### config.mk
export PLATFORM = sky130hd
export DESIGN_NAME = bmfc_top
export DESIGN_NICKNAME = d
export VERILOG_FILES = /design/src/rtl/bmfc_pkg.sv /design/src/rtl/bmfc_top.sv /design/src/rtl/bmfc_filter.sv
export SDC_FILE = /design/constraint.sdc
export NUM_CORES = 1
export LEC_CHECK = 0
export BUFFER_PORTS_ARGS = -buffer_cell sky130_fd_sc_hd__buf_2
export CAP_MARGIN = 5
export CORE_MARGIN = 2
export CORE_UTILIZATION = 54
export CTS_CLUSTER_SIZE = 40
export DETAILED_ROUTE_END_ITERATION = 7
export GPL_TIMING_DRIVEN = 0
export HOLD_SLACK_MARGIN = 0.15
export PLACE_DENSITY_LB_ADDON = 0.1
export SYNTH_ARGS = -nofsm -noshare
export SYNTH_HDL_FRONTEND = slang
export SYNTH_SLANG_ARGS = --single-unit
### constraint.sdc
create_clock -name clk -period 2.5 [get_ports clk]
set_input_delay 0.125 -clock clk [delete_from_list [all_inputs] [get_ports clk]]
set_output_delay 0.125 -clock clk [all_outputs]
set_load 0.1 [all_outputs]
### src/rtl/bmfc_pkg.sv
// ----------------------------------------------------------------------------
// Shared constants for the bridge mode and fault control block
// ----------------------------------------------------------------------------
package bmfc_pkg;

    // Clock rate and dead-time figures
    localparam int         CLK_PERIOD_NS = 100;
    localparam int         DEAD_TIME_NS  = 1000;
    localparam int         DEAD_CYCLES_I = (DEAD_TIME_NS + CLK_PERIOD_NS - 1) / CLK_PERIOD_NS;
    localparam logic [7:0] DEAD_CYCLES   = DEAD_CYCLES_I[7:0];

    // Samples a fault input must stay stable before the filter follows it
    localparam int         FILTER_CYCLES = 4;

    // Serial frame layout
    localparam logic [4:0] FRAME_BITS    = 5'h10;
    localparam logic [4:0] BIT_CNT_MAX   = 5'h1F;
    localparam int         STATUS_RST_BIT = 0;
    localparam int         CMD_LSB       = 1;
    localparam int         CMD_MSB       = 12;
    localparam int         OC_BIT        = 13;
    localparam int         OT_BIT        = 14;
    localparam int         OV_BIT        = 15;

    // Bridge geometry
    localparam int         HB_COUNT      = 6;
    localparam int         TR_COUNT      = 12;

    // APB register map
    localparam int         APB_ADDR_W    = 8;
    localparam logic [7:0] REG_STATUS    = 8'h00;
    localparam logic [7:0] REG_CMD       = 8'h04;
    localparam logic [7:0] REG_DEAD      = 8'h08;

    // Operating modes
    typedef enum logic [1:0] {
        MODE_NORMAL  = 2'b00,
        MODE_BRAKE   = 2'b01,
        MODE_STANDBY = 2'b10
    } bmfc_mode_t;

endpackage

### src/rtl/bmfc_top.sv
// Overview of operation
// - Mode change during a serial frame aborts it and discards its bits.
// - Entering brake keeps the serial command data unchanged.
// - After brake release only the second frame's data takes effect.
// - Entering standby clears all serially configured data.
// - Frames sent during standby are not accepted.
// - Off-to-on switching holds the half-bridge off for about one microsecond.
// - Both sides commanded on gives an off half-bridge.
// - Undervoltage resets all state except pin synchronisers and fault filters, and turns every output off.
// - Every fault detect and release signal is filtered against chatter.
// - Bridge overvoltage forces all outputs off and sets status bit 15.
// - Outputs resume from stored data once overvoltage ends; flag stays.
// - Overvoltage flag clears by full status reset or bit 15.
// - Overcurrent in a driver turns it off and sets status bit 13.
// - Overcurrent shutdown stays latched until cleared by frame.
// - Bits 0 and 15 reset flags, turn outputs off, ignore bits 1-12.
// - Bit 13 clears overcurrent and applies bits 1-12 at once.
// - A persisting fault is detected again after its flag clears.
// - Overtemperature forces outputs off and sets bit 14; flag stays.
// - Overtemperature flag clears by bit 14 or full status reset.
// - The internal clock runs logic, dead time and fault detection.
// - In standby only undervoltage detection operates.
// - Frame starts at select fall; out on rising, in on falling clock.
// - Mode low: select high brakes except from standby, select low enters standby.
// - Status bits 1-12 report each transistor's on state.
`timescale 1ns/1ps
module bmfc_top
    import bmfc_pkg::*;
(
    input  wire logic                  clk,
    input  wire logic                  arst_n,
    // APB slave
    input  wire logic                  psel,
    input  wire logic                  penable,
    input  wire logic                  pwrite,
    input  wire logic [APB_ADDR_W-1:0] paddr,
    input  wire logic [31:0]           pwdata,
    output logic      [31:0]           prdata,
    output logic                       pready,
    output logic                       pslverr,
    // Serial link
    input  wire logic                  linkClk,
    input  wire logic                  linkSelectN,
    input  wire logic                  linkDataIn,
    output logic                       linkDataOut,
    output logic                       linkDataOutEn,
    // Mode pins
    input  wire logic                  modePin,
    input  wire logic                  modeSelectPin,
    // Analog detector results
    input  wire logic                  uvDetect,
    input  wire logic                  bridgeASupplyHigh,
    input  wire logic                  overTempDetect,
    input  wire logic [TR_COUNT-1:0]   overCurrentDetect,
    // Bridge gate commands
    output logic      [HB_COUNT-1:0]   highSideOn,
    output logic      [HB_COUNT-1:0]   lowSideOn
);

    // ------------------------------------------------------------------------
    // State
    // ------------------------------------------------------------------------
    typedef struct packed {
        logic [4:0]                 syncA;
        logic [4:0]                 syncB;
        logic                       sclkPrev;
        logic                       selPrev;
        bmfc_mode_t                 mode;
        logic                       inFrame;
        logic                       aborted;
        logic                       postBrake;
        logic [4:0]                 bitCnt;
        logic [15:0]                rxShift;
        logic [15:0]                txShift;
        logic                       dout;
        logic                       doutEn;
        logic [TR_COUNT-1:0]        cmd;
        logic [TR_COUNT-1:0]        ocLatch;
        logic                       overcurrentFlag;
        logic                       overtemperatureFlag;
        logic                       overvoltageFlag;
        logic [TR_COUNT-1:0]        outputPowerTransistorOn;
        logic [HB_COUNT-1:0][7:0]   dtCnt;
        logic [7:0]                 deadCfg;
        logic                       pready;
        logic                       pslverr;
        logic [31:0]                prdata;
    } bmfc_state_t;

    localparam bmfc_state_t ST_INIT = '{
        mode    : MODE_STANDBY,
        deadCfg : DEAD_CYCLES,
        default : '0
    };

    bmfc_state_t         st_r;
    bmfc_state_t         st_nxt;

    logic                uvFilt;
    logic                ovFilt;
    logic                otFilt;
    logic [TR_COUNT-1:0] ocFilt;
    logic                detHold;
    logic                sclkNow;
    logic                selNow;
    logic                dinNow;
    logic                modeNow;
    logic                msNow;
    logic                sclkRise;
    logic                sclkFall;
    logic                selFall;
    logic                selRise;
    logic                modeChange;
    logic                brakeRelease;
    logic                frameDone;
    logic                applyCmd;
    logic                statusReset;
    logic                allOff;
    logic [15:0]         statusWord;
    logic [TR_COUNT-1:0] want;
    logic [1:0]          hbWant;
    logic [1:0]          hbOut;
    logic                apbAccess;
    logic                apbWrite;

    // ------------------------------------------------------------------------
    // Fault filters
    // ------------------------------------------------------------------------
    // Detection is held idle in standby and during undervoltage
    assign detHold = (st_r.mode == MODE_STANDBY) || uvFilt;

    bmfc_filter u_uvFilt (
        .clk     (clk),
        .arst_n  (arst_n),
        .hold    (1'b0),
        .rawIn   (uvDetect),
        .filtOut (uvFilt)
    );

    bmfc_filter u_ovFilt (
        .clk     (clk),
        .arst_n  (arst_n),
        .hold    (detHold),
        .rawIn   (bridgeASupplyHigh),
        .filtOut (ovFilt)
    );

    bmfc_filter u_otFilt (
        .clk     (clk),
        .arst_n  (arst_n),
        .hold    (detHold),
        .rawIn   (overTempDetect),
        .filtOut (otFilt)
    );

    for (genvar g = 0; g < TR_COUNT; g++) begin : g_ocFilt
        bmfc_filter u_ocFilt (
            .clk     (clk),
            .arst_n  (arst_n),
            .hold    (detHold),
            .rawIn   (overCurrentDetect[g]),
            .filtOut (ocFilt[g])
        );
    end

    // ------------------------------------------------------------------------
    // Pin edges and status word
    // ------------------------------------------------------------------------
    // Second synchroniser stage feeds all pin logic
    assign sclkNow  = st_r.syncB[4];
    assign selNow   = st_r.syncB[3];
    assign dinNow   = st_r.syncB[2];
    assign modeNow  = st_r.syncB[1];
    assign msNow    = st_r.syncB[0];
    assign sclkRise = sclkNow & ~st_r.sclkPrev;
    assign sclkFall = ~sclkNow & st_r.sclkPrev;
    assign selFall  = ~selNow & st_r.selPrev;
    assign selRise  = selNow & ~st_r.selPrev;

    // Flags on top, live transistor states below, bit 0 reads low
    assign statusWord = {st_r.overvoltageFlag, st_r.overtemperatureFlag,
                         st_r.overcurrentFlag, st_r.outputPowerTransistorOn, 1'b0};

    // APB access phase and write strobe
    assign apbAccess = psel && penable && !st_r.pready;
    assign apbWrite  = psel && penable && st_r.pready && pwrite;

    // ------------------------------------------------------------------------
    // Next-state logic
    // ------------------------------------------------------------------------
    always_comb begin
        st_nxt       = st_r;
        frameDone    = 1'b0;
        applyCmd     = 1'b0;
        statusReset  = 1'b0;
        allOff       = 1'b0;
        want         = '0;
        hbWant       = 2'b00;
        hbOut        = 2'b00;
        brakeRelease = 1'b0;

        // Pin synchronisers and edge history
        st_nxt.syncA    = {linkClk, linkSelectN, linkDataIn, modePin, modeSelectPin};
        st_nxt.syncB    = st_r.syncA;
        st_nxt.sclkPrev = sclkNow;
        st_nxt.selPrev  = selNow;

        // Mode selection; standby leaves only through normal
        unique case (st_r.mode)
            MODE_NORMAL: begin
                if (!modeNow) begin
                    st_nxt.mode = msNow ? MODE_BRAKE : MODE_STANDBY;
                end
            end
            MODE_BRAKE: begin
                if (modeNow) begin
                    st_nxt.mode  = MODE_NORMAL;
                    brakeRelease = 1'b1;
                end else if (!msNow) begin
                    st_nxt.mode = MODE_STANDBY;
                end
            end
            MODE_STANDBY: begin
                if (modeNow) begin
                    st_nxt.mode = MODE_NORMAL;
                end
            end
            default: begin
                st_nxt.mode = MODE_STANDBY;
            end
        endcase
        modeChange = (st_nxt.mode != st_r.mode);

        // Serial frame: shift out on rising, capture on falling
        if (selFall) begin
            st_nxt.inFrame = 1'b1;
            st_nxt.aborted = 1'b0;
            st_nxt.bitCnt  = 5'h00;
            st_nxt.rxShift = 16'h0000;
            st_nxt.txShift = statusWord;
            st_nxt.dout    = 1'b0;
        end else if (st_r.inFrame) begin
            if (sclkRise) begin
                st_nxt.dout    = st_r.txShift[15];
                st_nxt.txShift = {st_r.txShift[14:0], 1'b0};
            end
            if (sclkFall && st_r.bitCnt != BIT_CNT_MAX) begin
                st_nxt.rxShift = {st_r.rxShift[14:0], dinNow};
                st_nxt.bitCnt  = st_r.bitCnt + 5'h01;
            end
            if (selRise) begin
                st_nxt.inFrame = 1'b0;
                frameDone      = !st_r.aborted && !modeChange && (st_r.bitCnt == FRAME_BITS)
                                 && (st_r.mode == MODE_NORMAL);
            end
        end
        if (modeChange) begin
            st_nxt.aborted = 1'b1;
        end
        st_nxt.doutEn = ~selNow && (st_r.mode != MODE_STANDBY);

        // A frame cut by the release counts as the first one after it
        if (brakeRelease) begin
            st_nxt.postBrake = !st_r.inFrame;
        end
        if (frameDone && st_r.postBrake) begin
            st_nxt.postBrake = 1'b0;
        end
        applyCmd    = frameDone && !st_r.postBrake;
        statusReset = applyCmd && st_r.rxShift[STATUS_RST_BIT] && st_r.rxShift[OV_BIT];

        // Frame effects on command data and flags
        if (statusReset) begin
            st_nxt.cmd                 = '0;
            st_nxt.ocLatch             = '0;
            st_nxt.overcurrentFlag     = 1'b0;
            st_nxt.overtemperatureFlag = 1'b0;
            st_nxt.overvoltageFlag     = 1'b0;
        end else if (applyCmd) begin
            st_nxt.cmd = st_r.rxShift[CMD_MSB:CMD_LSB];
            if (st_r.rxShift[OC_BIT]) begin
                st_nxt.ocLatch         = '0;
                st_nxt.overcurrentFlag = 1'b0;
            end
            if (st_r.rxShift[OT_BIT]) begin
                st_nxt.overtemperatureFlag = 1'b0;
            end
            if (st_r.rxShift[OV_BIT]) begin
                st_nxt.overvoltageFlag = 1'b0;
            end
        end

        // Filtered detections set flags; a set beats a same-cycle clear
        if (ovFilt) begin
            st_nxt.overvoltageFlag = 1'b1;
        end
        if (otFilt) begin
            st_nxt.overtemperatureFlag = 1'b1;
        end
        if (ocFilt != '0) begin
            st_nxt.overcurrentFlag = 1'b1;
        end
        st_nxt.ocLatch = st_nxt.ocLatch | ocFilt;

        // Standby drops everything the link configured
        if (st_r.mode == MODE_STANDBY) begin
            st_nxt.cmd                 = '0;
            st_nxt.ocLatch             = '0;
            st_nxt.overcurrentFlag     = 1'b0;
            st_nxt.overtemperatureFlag = 1'b0;
            st_nxt.overvoltageFlag     = 1'b0;
            st_nxt.postBrake           = 1'b0;
        end

        // Wanted transistor states; brake keeps cmd untouched
        allOff = ovFilt || otFilt || (st_r.mode == MODE_STANDBY);
        for (int k = 0; k < HB_COUNT; k++) begin
            if (st_r.mode == MODE_BRAKE) begin
                hbWant = 2'b10;
            end else if (st_r.cmd[2*k] && st_r.cmd[2*k+1]) begin
                hbWant = 2'b00;
            end else begin
                hbWant = {st_r.cmd[2*k+1], st_r.cmd[2*k]};
            end
            if (allOff) begin
                hbWant = 2'b00;
            end
            want[2*k +: 2] = hbWant & ~(st_r.ocLatch[2*k +: 2] | ocFilt[2*k +: 2]);
        end

        // Dead time: any turn-on first holds the half-bridge off
        for (int k = 0; k < HB_COUNT; k++) begin
            hbWant = want[2*k +: 2];
            hbOut  = st_r.outputPowerTransistorOn[2*k +: 2];
            if (st_r.dtCnt[k] == 8'h00) begin
                if ((hbWant & ~hbOut) != 2'b00) begin
                    st_nxt.outputPowerTransistorOn[2*k +: 2] = 2'b00;
                    st_nxt.dtCnt[k]                          = st_r.deadCfg;
                end else begin
                    st_nxt.outputPowerTransistorOn[2*k +: 2] = hbWant;
                end
            end else if (st_r.dtCnt[k] == 8'h01) begin
                st_nxt.outputPowerTransistorOn[2*k +: 2] = hbWant;
                st_nxt.dtCnt[k]                          = 8'h00;
            end else begin
                st_nxt.outputPowerTransistorOn[2*k +: 2] = 2'b00;
                st_nxt.dtCnt[k]                          = st_r.dtCnt[k] - 8'h01;
            end
        end

        // APB slave: one wait state, then data with pready
        st_nxt.pready  = 1'b0;
        st_nxt.pslverr = 1'b0;
        st_nxt.prdata  = 32'h0000_0000;
        if (apbAccess) begin
            st_nxt.pready = 1'b1;
            case (paddr)
                REG_STATUS: st_nxt.prdata = {14'h0000, st_r.mode, statusWord};
                REG_CMD:    st_nxt.prdata = {8'h00, st_r.ocLatch, st_r.cmd};
                REG_DEAD:   st_nxt.prdata = {24'h00_0000, st_r.deadCfg};
                default:    st_nxt.pslverr = 1'b1;
            endcase
        end
        if (apbWrite && paddr == REG_DEAD) begin
            st_nxt.deadCfg = (pwdata[7:0] == 8'h00) ? 8'h01 : pwdata[7:0];
        end

        // Undervoltage returns all but the pin synchronisers and edge history to the initial state
        if (uvFilt) begin
            st_nxt          = ST_INIT;
            st_nxt.syncA    = {linkClk, linkSelectN, linkDataIn, modePin, modeSelectPin};
            st_nxt.syncB    = st_r.syncA;
            st_nxt.sclkPrev = sclkNow;
            st_nxt.selPrev  = selNow;
        end
    end

    // ------------------------------------------------------------------------
    // State register
    // ------------------------------------------------------------------------
    // Single clock runs link, dead time and fault logic
    always_ff @(posedge clk or negedge arst_n) begin
        if (!arst_n) begin
            st_r <= ST_INIT;
        end else begin
            st_r <= st_nxt;
        end
    end

    // ------------------------------------------------------------------------
    // Outputs
    // ------------------------------------------------------------------------
    assign prdata        = st_r.prdata;
    assign pready        = st_r.pready;
    assign pslverr       = st_r.pslverr;
    assign linkDataOut   = st_r.dout;
    assign linkDataOutEn = st_r.doutEn;

    for (genvar h = 0; h < HB_COUNT; h++) begin : g_gate
        assign highSideOn[h] = st_r.outputPowerTransistorOn[2*h];
        assign lowSideOn[h]  = st_r.outputPowerTransistorOn[2*h+1];
    end

endmodule

### src/rtl/bmfc_filter.sv
`timescale 1ns/1ps
module bmfc_filter
    import bmfc_pkg::*;
#(
    parameter int LEN = FILTER_CYCLES
) (
    input  wire logic clk,
    input  wire logic arst_n,
    input  wire logic hold,
    input  wire logic rawIn,
    output logic      filtOut
);

    // ------------------------------------------------------------------------
    // Parameter check
    // ------------------------------------------------------------------------
    if (LEN < 1 || LEN > 15) begin : g_len_check
        $error("bmfc_filter: LEN must lie in 1..15");
    end

    localparam logic [3:0] LEN_M1 = 4'(LEN - 1);

    typedef struct packed {
        logic       s1;
        logic       s2;
        logic       out;
        logic [3:0] cnt;
    } bmfc_filt_t;

    bmfc_filt_t st_r;
    bmfc_filt_t st_nxt;

    // Synchronise, then follow the input only after it stays stable
    always_comb begin
        st_nxt    = st_r;
        st_nxt.s1 = rawIn;
        st_nxt.s2 = st_r.s1;
        if (hold) begin
            st_nxt.cnt = 4'h0;
            st_nxt.out = 1'b0;
        end else if (st_r.s2 == st_r.out) begin
            st_nxt.cnt = 4'h0;
        end else if (st_r.cnt == LEN_M1) begin
            st_nxt.cnt = 4'h0;
            st_nxt.out = st_r.s2;
        end else begin
            st_nxt.cnt = st_r.cnt + 4'h1;
        end
    end

    // State register
    always_ff @(posedge clk or negedge arst_n) begin
        if (!arst_n) begin
            st_r <= '0;
        end else begin
            st_r <= st_nxt;
        end
    end

    assign filtOut = st_r.out;

endmodule

[Word level (Yosys, flattened, before mapping)]
Index checks and enable logic that the tools add are counted.
Cells by class
  bitwise operators: 40
  muxes and demuxes: 164
  add/subtract/negate cells: 22
  reductions and logical operators: 92
  equal/unequal tests: 64
Operators by type and width (count)
  173-bit 2-to-1 mux: 1
  8-bit 2-to-1 mux: 20
  4-bit 2-to-1 mux: 30
  2-bit 2-to-1 mux: 41
  27-bit 2-to-1 mux: 3
  38-bit 2-to-1 mux: 2
  24-bit case mux with 3 select lines: 1
  5-bit 2-to-1 mux: 14
  8-bit logical NOT: 8
  4-bit by 1-bit adder with 4-bit output, second input constant: 15
  4-bit by 2-bit equality test with 1-bit output, second input constant: 15
  8-bit by 1-bit equality test with 1-bit output, second input constant: 6
  8-bit by 1-bit subtractor with 8-bit output, second input constant: 6
  1-bit 2-to-1 mux: 47
  2-bit nonzero test: 21
  2-bit AND reduction: 20
  34-bit 2-to-1 mux: 1
  2-bit inequality test, second input constant: 15
  5-bit nonzero test: 6
  2-bit AND: 12
  2-bit NOT: 12
  21-bit 2-to-1 mux: 1
  1-bit logical AND: 20
  3-bit by 1-bit inequality test with 1-bit output, second input constant: 6
  23 further kinds: 59
Word-level totals
  bits of input ports: 65
  output and inout bits: 48
  register bits: 290
  logic and storage cells: 471

[Longest topological paths before layout]
Gate-level depths: netlist of run 1.
  depth in word-level cells: 18
  depth in mapped cells: 9
  gate-level depth less buffers: 8

[By module]
From an unflattened synthesis of run 1, not the netlist that was laid out.
Second synthesis, totals
  cells, all modules: 1249
  area total of the unflattened synthesis: 13292.7 µm²
By module, submodules not included
  bmfc_top: area an instance 8750.9 µm², instances 1, seq. area each 4408.0 µm², cells an instance 919
  bmfc_filter: area an instance 302.8 µm², instances 15, seq. area each 175.2 µm², cells an instance 22

[Worst setup path after synthesis of run 1]
OpenSTA, ideal clock, no wires.
  path type: register to register
  start: register st_r[82] (netlist bit)
  end: register st_r[82] (netlist bit)
  stages on the path, launching flop included: 8
  data arrival time: 2318 ps
  setup slack: 46 ps
  required time: 2363 ps
  buffers on the path: 0
  library setup time: 137 ps
  period minus slack after synthesis: 2454 ps
  cell sequence: dfrtp_1 inv_1 ha_1 or3b_2 or4b_1 a211oi_4 mux2i_1 a21oi_1
Between the ends
  cells in the longest elaborated chain, start to end: 4
  elaborated cells between the ends (all ways): 7
  classes of those cells: 1 x add/sub; 2 x eq/ne; 3 x mux; 1 x reduce/logical
RTL lines
  start, declared: line bmfc_top.sv:96  | bmfc_state_t st_r;
  start signal, assigned: line bmfc_top.sv:386  | st_r <= st_nxt;
  8-bit by 1-bit subtractor with 8-bit output or 8-bit by 1-bit equality test with 1-bit output (tied branches): line bmfc_top.sv:347, bmfc_top.sv:342
  8-bit 2-to-1 mux: line bmfc_top.sv:342  | end else if (st_r.dtCnt[k] == 8'h01) begin
  8-bit 2-to-1 mux: line bmfc_top.sv:335  | if (st_r.dtCnt[k] == 8'h00) begin
  173-bit 2-to-1 mux: line bmfc_top.sv:369  | if (uvFilt) begin
Several ways; a longest one is shown, not always the timed one.
A chain may end at the register's enable or synchronous reset.

[Final worst setup path of run 1]
  start: register g_ocFilt[6].u_ocFilt.st_r (netlist bit g_ocFilt[6].u_ocFilt.filtOut)
  end: register st_r[73] (netlist bit)
Between the ends
  cells in the longest elaborated chain, start to end: 6
RTL lines
  start, declared: line bmfc_filter.sv:30  | bmfc_filt_t st_r;
  start signal, assigned: line bmfc_filter.sv:56  | st_r <= st_nxt;
  2-bit bitwise OR: line bmfc_top.sv:328  | want[2*k +: 2] = hbWant & ~(st_r.ocLatch[2*k +: 2] | ocFilt[2*k +: 2]);
  2-bit NOT: line bmfc_top.sv:328
  2-bit AND: line bmfc_top.sv:328
  2-bit AND: line bmfc_top.sv:336  | if ((hbWant & ~hbOut) != 2'b00) begin
  2-bit nonzero test: line bmfc_top.sv:336
  3-bit by 1-bit inequality test with 1-bit output (no line)
Every way passes these cells.

==> summary.md, run 1 <==
| Metric | Value |
|---|---|
| Status | `finished clean` |
| Congestion Overflow GR | `0` |
| Worst slew pin tran | `1.378 ns` |
| Max IR drop VDD | `0.7120 mV` |
| Root Driver | `clkbuf_16` |
| Yosys warns | `0` |
| Worst-Skew Late Latency | `0.55 ns` |
| Initial DRC count | `821` |
| H-tree levels | `1` |
| Clock Sinks | `281` |
| Tmin final | `2.495 ns` |
| Largest net degree at the start of global routing | `112` |
| Setup Slack @ Placement | `-0.4785 ns` |
| First-pass GRT wire length | `52210 um` |
| Class of the worst hold path | `in -> async` |
| RD Place Congestion | `0.8814` |
| PnR worst setup slack | `0.005467 ns` |
| WS Path Type | `reg -> reg` |
| RSZ-0062 raised after global routing | `yes` |
| Hpwl dp | `21830 um` |
| Synthesis-stage register bit count | `281` |
| PwrDens | `959.9 nW/um^2` |
| IO buf count | `80` |
| Initial Utilization | `55.05%` |
| Num CTS Buffers | `30` |
| Cell variety after synth | `66` |
| Sequential area share after synthesis | `54.29%` |
| Total Power | `0.01485 W` |
| Synth top area share | `53.68%` |
| CTS tree | `built` |
| Vias in the first global route | `9929` |
| Period utilisation layout | `99.78%` |
| First-pass detailed-route iteration total | `5` |
| Clk_skew | `0.009918 ns` |
| Async S/R FF share, synth | `100.0%` |
| Startpoint Class | `flip-flop` |
| Final net count | `1531` |
| Initial antenna violation count | `0` |
| Via density | `5.638` |
| Clk pin slew, worst setup/hold paths | `0.07 ns` |
| Synthesized cell area | `12960 um^2` |
| Worst setup EP type | `flip-flop` |
| Avg Cell Area, Syn | `10.20 um^2` |
| Die height | `158.9 um` |
| Critical path required time | `2.99 ns` |
| ANT nets after route | `0` |
| Dpl cells | `1678` |
| Drt total wl | `31780 um` |
| Worst R2R Setup Slack | `0.005 ns` |
| Max-cap viol count | `0` |
| Die area | `25260 um^2` |
| Num ports | `113` |
| Clk buf depth | `3` |
| WHS | `0.1589 ns` |
| Static leakage | `7.297 nW` |
| Ys flop type | `dfrtp_1` |
| Max Fclk | `400.9 MHz` |
| Final Util | `65.73%` |
| # rows | `56` |
| Core area | `23540 um^2` |
| DIE WIDTH | `158.9 um` |
| Post-synthesis instance total | `1270` |
| Final Max Slew Viols | `0` |
| Synth area leader | `dfrtp_1` |
| Routed via count | `10020` |
| Post-synth EDFFs | `0` |
| Final setup fails | `0` |
| Final Hold Viols | `0` |
| Share of layout cells above drive strength 1 | `16.80%` |
| Ant. Diodes | `0` |
| DR DRC count | `0` |
| Worst rel slew slack | `7.457%` |
| WL per Instance | `17.89 um` |
| Gr usage total | `25.53%` |
| Post-route insts no fill | `1777` |
| Main area contributors after synthesis | `dfrtp_1, nor2_1, a21oi_1` |
| Area delta synth->final | `19.40%` |
| CP max FO | `10` |
| Worst Path Arrival | `2.99 ns` |
cell usage after synthesis, drive strengths merged (20+ instances only):
cell type  instances
mux2i             43
dfrtp            278
buf               54
inv               26
nor2             172
a21oi             97
nand3             39
and3              26
ha                30
nor4              22
clkbuf            41
nor3              47
nand2            113
o21ai             23
nor3b             20
a211oi            25
xor2              34
kinds of logic (layout without fill, tap and decap cells):
kind of cell / Yosys count / count (layout) / synth area share, %
XOR/XNOR: 39 / 39 / 2.636
other: 1 / 8 / 0.02894
flip-flops: 281 / 281 / 54.29
AO/OA/AOI/OAI: 211 / 211 / 10.49
buffers and inverters: 121 / 302 / 4.895
AND/OR/NAND/NOR: 528 / 528 / 20.06
multiplexers: 58 / 58 / 4.624
adder cells (fa/ha/maj): 31 / 31 / 2.974
area by class of cell:
class,count,area (um^2)
fill,1947,8068
sequential,281,7037
multi-input combinational,875,5470
timing repair buffer,128,925.9
clock buffer,45,898.4
buffer,94,544.3
tap,319,399.1
clock inverter,9,102.6
inverter,26,97.59
worst max-delay path, cell delays in order, from the launching register on:
cell and delay, ns:
dfrtp_1 0.46, or4b_2 0.75, nor4_1 0.42, a211oi_4 0.14
nor3_1 0.40, o221a_2 0.27
layout by cell type, fill, tap and decap left out, drive strengths merged, types with 15 or more instances in the layout:
cell         count
nor2           172
clkbuf          85
xor2            34
nand2          113
nor3b           20
nor2b           15
a211oi          25
and3            26
a21oi           97
nand3           39
buf            141
nor4            22
mux2            15
dlygate4sd3     41
dfrtp          278
inv             26
o21ai           23
nor3            47
ha              30
mux2i           43
through the flow:
step | cell area [um^2] | setup TNS [ns]
6_report | 15470 | 0
5_1_grt | 15470 | -0.3796
4_1_cts | 15370 | 0
3_5_place_dp | 13850 | -16.10
3_3_place_gp | 13790 | -1109.25
2_1_floorplan | 12990 | 0
power breakdown:
group	switching (W)	leakage, nW	internal [W]	total (W)
logic	0.00288	3.06	0.00186	0.00475
clock network	0.00180	0.485	0.00267	0.00447
registers	0.000535	3.75	0.00510	0.00563
path summary, 6_finish.rpt:
check	from	end	cells past startpoint
max	g_ocFilt[6].u_ocFilt.filtOut$_DFFE_PN0P_	st_r[73]$_DFFE_PN0P_	5
min	arst_n	st_r[39]$_DFFE_PN0P_	2
max reg2reg	g_ocFilt[6].u_ocFilt.filtOut$_DFFE_PN0P_	st_r[73]$_DFFE_PN0P_	5
min reg2reg	u_otFilt.st_nxt[5]$_DFF_PN0_	u_otFilt.st_r[5]$_DFF_PN0_	0
max in group asynchronous	arst_n	g_ocFilt[2].u_ocFilt.filtOut$_DFFE_PN0P_	3
min in group clk	overTempDetect	u_otFilt.st_nxt[5]$_DFF_PN0_	2
layer usage:
layer,track usage [%],wire [um]
met1,37.39,14770
met2,40.51,14670
met3,3.892,1617
met4,6.116,726
met5,0,0
sequential cells by signal (all words and copies together) (netlist names), 6 cells and up:
signal / count
prdata: 24
g_ocFilt.u_ocFilt.st_nxt: 12
lowSideOn: 6
st_r: 131
g_ocFilt.u_ocFilt.st_r: 60
g_ocFilt.u_ocFilt.filtOut: 12
highSideOn: 6
what timing repair did:
| action | in CTS | in global routing |
|---|---|---|
| hold buffers | 41 | 0 |
| setup endpoints to repair | 100 | 53 |
| hold endpoints to repair | 129 | 0 |
| buffers inserted | 2 | 3 |
| resized for setup | 19 | 24 |
| pin swaps | 1 | 1 |
No activity file was read; power rests on OpenSTA's default activity.
==> run 2, diff against run 1 <==
--- a/config.mk
+++ b/config.mk
@@ -13,7 +13,7 @@
 export DETAILED_ROUTE_END_ITERATION = 7
 export GPL_TIMING_DRIVEN = 0
 export HOLD_SLACK_MARGIN = 0.15
-export PLACE_DENSITY_LB_ADDON = 0.1
+export PLACE_DENSITY_LB_ADDON = 0.12
 export SYNTH_ARGS = -nofsm -noshare
 export SYNTH_HDL_FRONTEND = slang
 export SYNTH_SLANG_ARGS = --single-unit
==> summary.md, run 2 (synthesis gave the netlist of run 1 again) <==
| Metric | Value |
|---|---|
| Vias in the first global route | `9757` |
| Tmin final | `2.440 ns` |
| Max IR drop VDD | `0.7529 mV` |
| Initial DRC count | `798` |
| Share of layout cells above drive strength 1 | `17.10%` |
| PwrDens | `976.1 nW/um^2` |
| WL per Instance | `17.84 um` |
| IO buf count | `80` |
| Final Max Slew Viols | `0` |
| Final setup fails | `0` |
| CP max FO | `10` |
| Die height | `158.9 um` |
| Largest net degree at the start of global routing | `123` |
| RSZ-0062 raised after global routing | `no` |
| Internal Power | `0.009939 W` |
| Congestion Overflow GR | `0` |
| Root Driver | `clkbuf_16` |
| WS Path Type | `reg -> reg` |
| Max-cap viol count | `0` |
| Num CTS Buffers | `30` |
| Top reg by flops | `st_r` |
| Initial Utilization | `55.05%` |
| Worst setup EP type | `flip-flop` |
| Dpl cells | `1678` |
| Startpoint Class | `flip-flop` |
| Drt total wl | `31670 um` |
| Post-Route Setup TNS | `0 ns` |
| Worst-Skew Late Latency | `0.55 ns` |
| Worst rel slew slack | `8.460%` |
| DIE WIDTH | `158.9 um` |
| Die area | `25260 um^2` |
| Commonest non-fill, non-tap cell in the layout | `dfrtp_1` |
| Flop pwr share | `37.4%` |
| Worst slew pin tran | `1.363 ns` |
| ANT nets after route | `0` |
| Top Metal Used | `met4` |
| Critical path required time | `2.97 ns` |
| Num ports | `113` |
| Logic gate share of total power | `31.2%` |
| First-pass GRT wire length | `51370 um` |
| Ant. Diodes | `0` |
| Area delta synth->final | `20.22%` |
| Worst Path Arrival | `2.91 ns` |
| DR DRC count | `0` |
| # rows | `56` |
| Hpwl dp | `21670 um` |
| Max Fclk | `409.8 MHz` |
| Met2 Routed Length | `14700 um` |
| Core area | `23540 um^2` |
| Gr usage total | `25.08%` |
| Clk pwr share | `31.5%` |
| Clk pin slew, worst setup/hold paths | `0.07 ns` |
| Routed via count | `9992` |
| Period utilisation layout | `97.62%` |
| Final net count | `1528` |
| Met3 wire len | `1720 um` |
| Initial antenna violation count | `1` |
| Class of the worst hold path | `in -> reg` |
| Clk_skew | `0.006671 ns` |
| Final Hold Viols | `0` |
| Clk buf depth | `3` |
| Via density | `5.629` |
| Post-route insts no fill | `1775` |
| RD Place Congestion | `0.8570` |
| First-pass detailed-route iteration total | `5` |
| H-tree levels | `1` |
| Switching power | `0.005269 W` |
| Status | `finished clean` |
| M1 WL | `14610 um` |
| Most frequent cells in the layout | `dfrtp_1, nor2_1, nand2_1, a21oi_1, buf_2` |
| Clock Sinks | `281` |
| Switch share | `34.65%` |
| CTS tree | `built` |
| Static leakage | `7.329 nW` |
| Largest register FFs | `131` |
## run 2: worst max-delay path, cell delays in order, from the launching register on
cell,delay (ns)
dfrtp_2,0.45
or4b_4,0.56
or4_1,0.44
o311a_4,0.17
buf_6,0.15
nor3_1,0.36
nor3b_1,0.23
## run 2: metal layers
layer	up-vias	track usage (%)
li1	4743	-
met1	4919	36.54
met2	280	40.43
met3	50	3.422
met4	0	5.868
met5	-	0
## run 2: what timing repair did
action,CTS,global route
gates resized for setup,17,26
hold endpoints to repair,202,0
setup endpoints to repair,78,66
buffers inserted,2,1
pin swaps,1,0
hold buffers,41,0
## run 2: metrics by stage
step / hold WS (ns) / area [um^2] / util, % / total power [W] / setup WS [ns]
3_5_place_dp: 0.08548 / 13850 / 58.83 / 0.01006 / -0.4094
2_1_floorplan: -0.1706 / 12990 / - / 0.008816 / 0.04563
5_1_grt: 0.1981 / 15580 / 66.18 / 0.01605 / 0.006771
4_1_cts: 0.1510 / 15460 / 65.67 / 0.01506 / -0.01194
6_report: 0.1700 / 15580 / 66.18 / 0.01521 / 0.05962
3_3_place_gp: 0.2330 / 13790 / 58.56 / 0.009937 / -3.906
## run 2: worst paths after layout
path                                                                from  slack, ns                                     end  depth (start not counted)
worst max-delay path            g_ocFilt[2].u_ocFilt.filtOut$_DFFE_PN0P_       0.06                    st_r[55]$_DFFE_PN0P_                          6
min in group asynchronous                                         arst_n       0.67                    st_r[55]$_DFFE_PN0P_                          4
max in group asynchronous                                         arst_n       0.78              u_ovFilt.st_r[0]$_DFF_PN0_                          5
worst min register to register  g_ocFilt[9].u_ocFilt.st_nxt[5]$_DFF_PN0_       0.34  g_ocFilt[9].u_ocFilt.st_r[5]$_DFF_PN0_                          0
worst max register to register  g_ocFilt[2].u_ocFilt.filtOut$_DFFE_PN0P_       0.06                    st_r[55]$_DFFE_PN0P_                          6
worst min-delay path                                            paddr[5]       0.17                       pslverr$_DFF_PN0_                          5
## run 2: layout make-up
| class | instances | area (um^2) |
|---|---|---|
| fillers | 1896 | 7963 |
| multi-input cells | 875 | 5505 |
| flip-flops and latches | 281 | 7041 |
| repair buffers | 126 | 928.4 |
| inverters | 26 | 97.59 |
| clock buffers | 39 | 804.5 |
| plain buffers | 93 | 533.0 |
| clock inverters | 16 | 271.5 |
| well taps | 319 | 399.1 |
## run 2: power groups by stage
| stage | registers (W) | logic [W] | clock network, W |
|---|---|---|---|
| floorplan | 0.00561 | 0.00321 | 0 |
| global placement | 0.00566 | 0.00428 | 0 |
| detailed placement | 0.00568 | 0.00438 | 0 |
| CTS | 0.00561 | 0.00459 | 0.00486 |
| global route | 0.00576 | 0.00523 | 0.00505 |
| finish | 0.00568 | 0.00474 | 0.00479 |
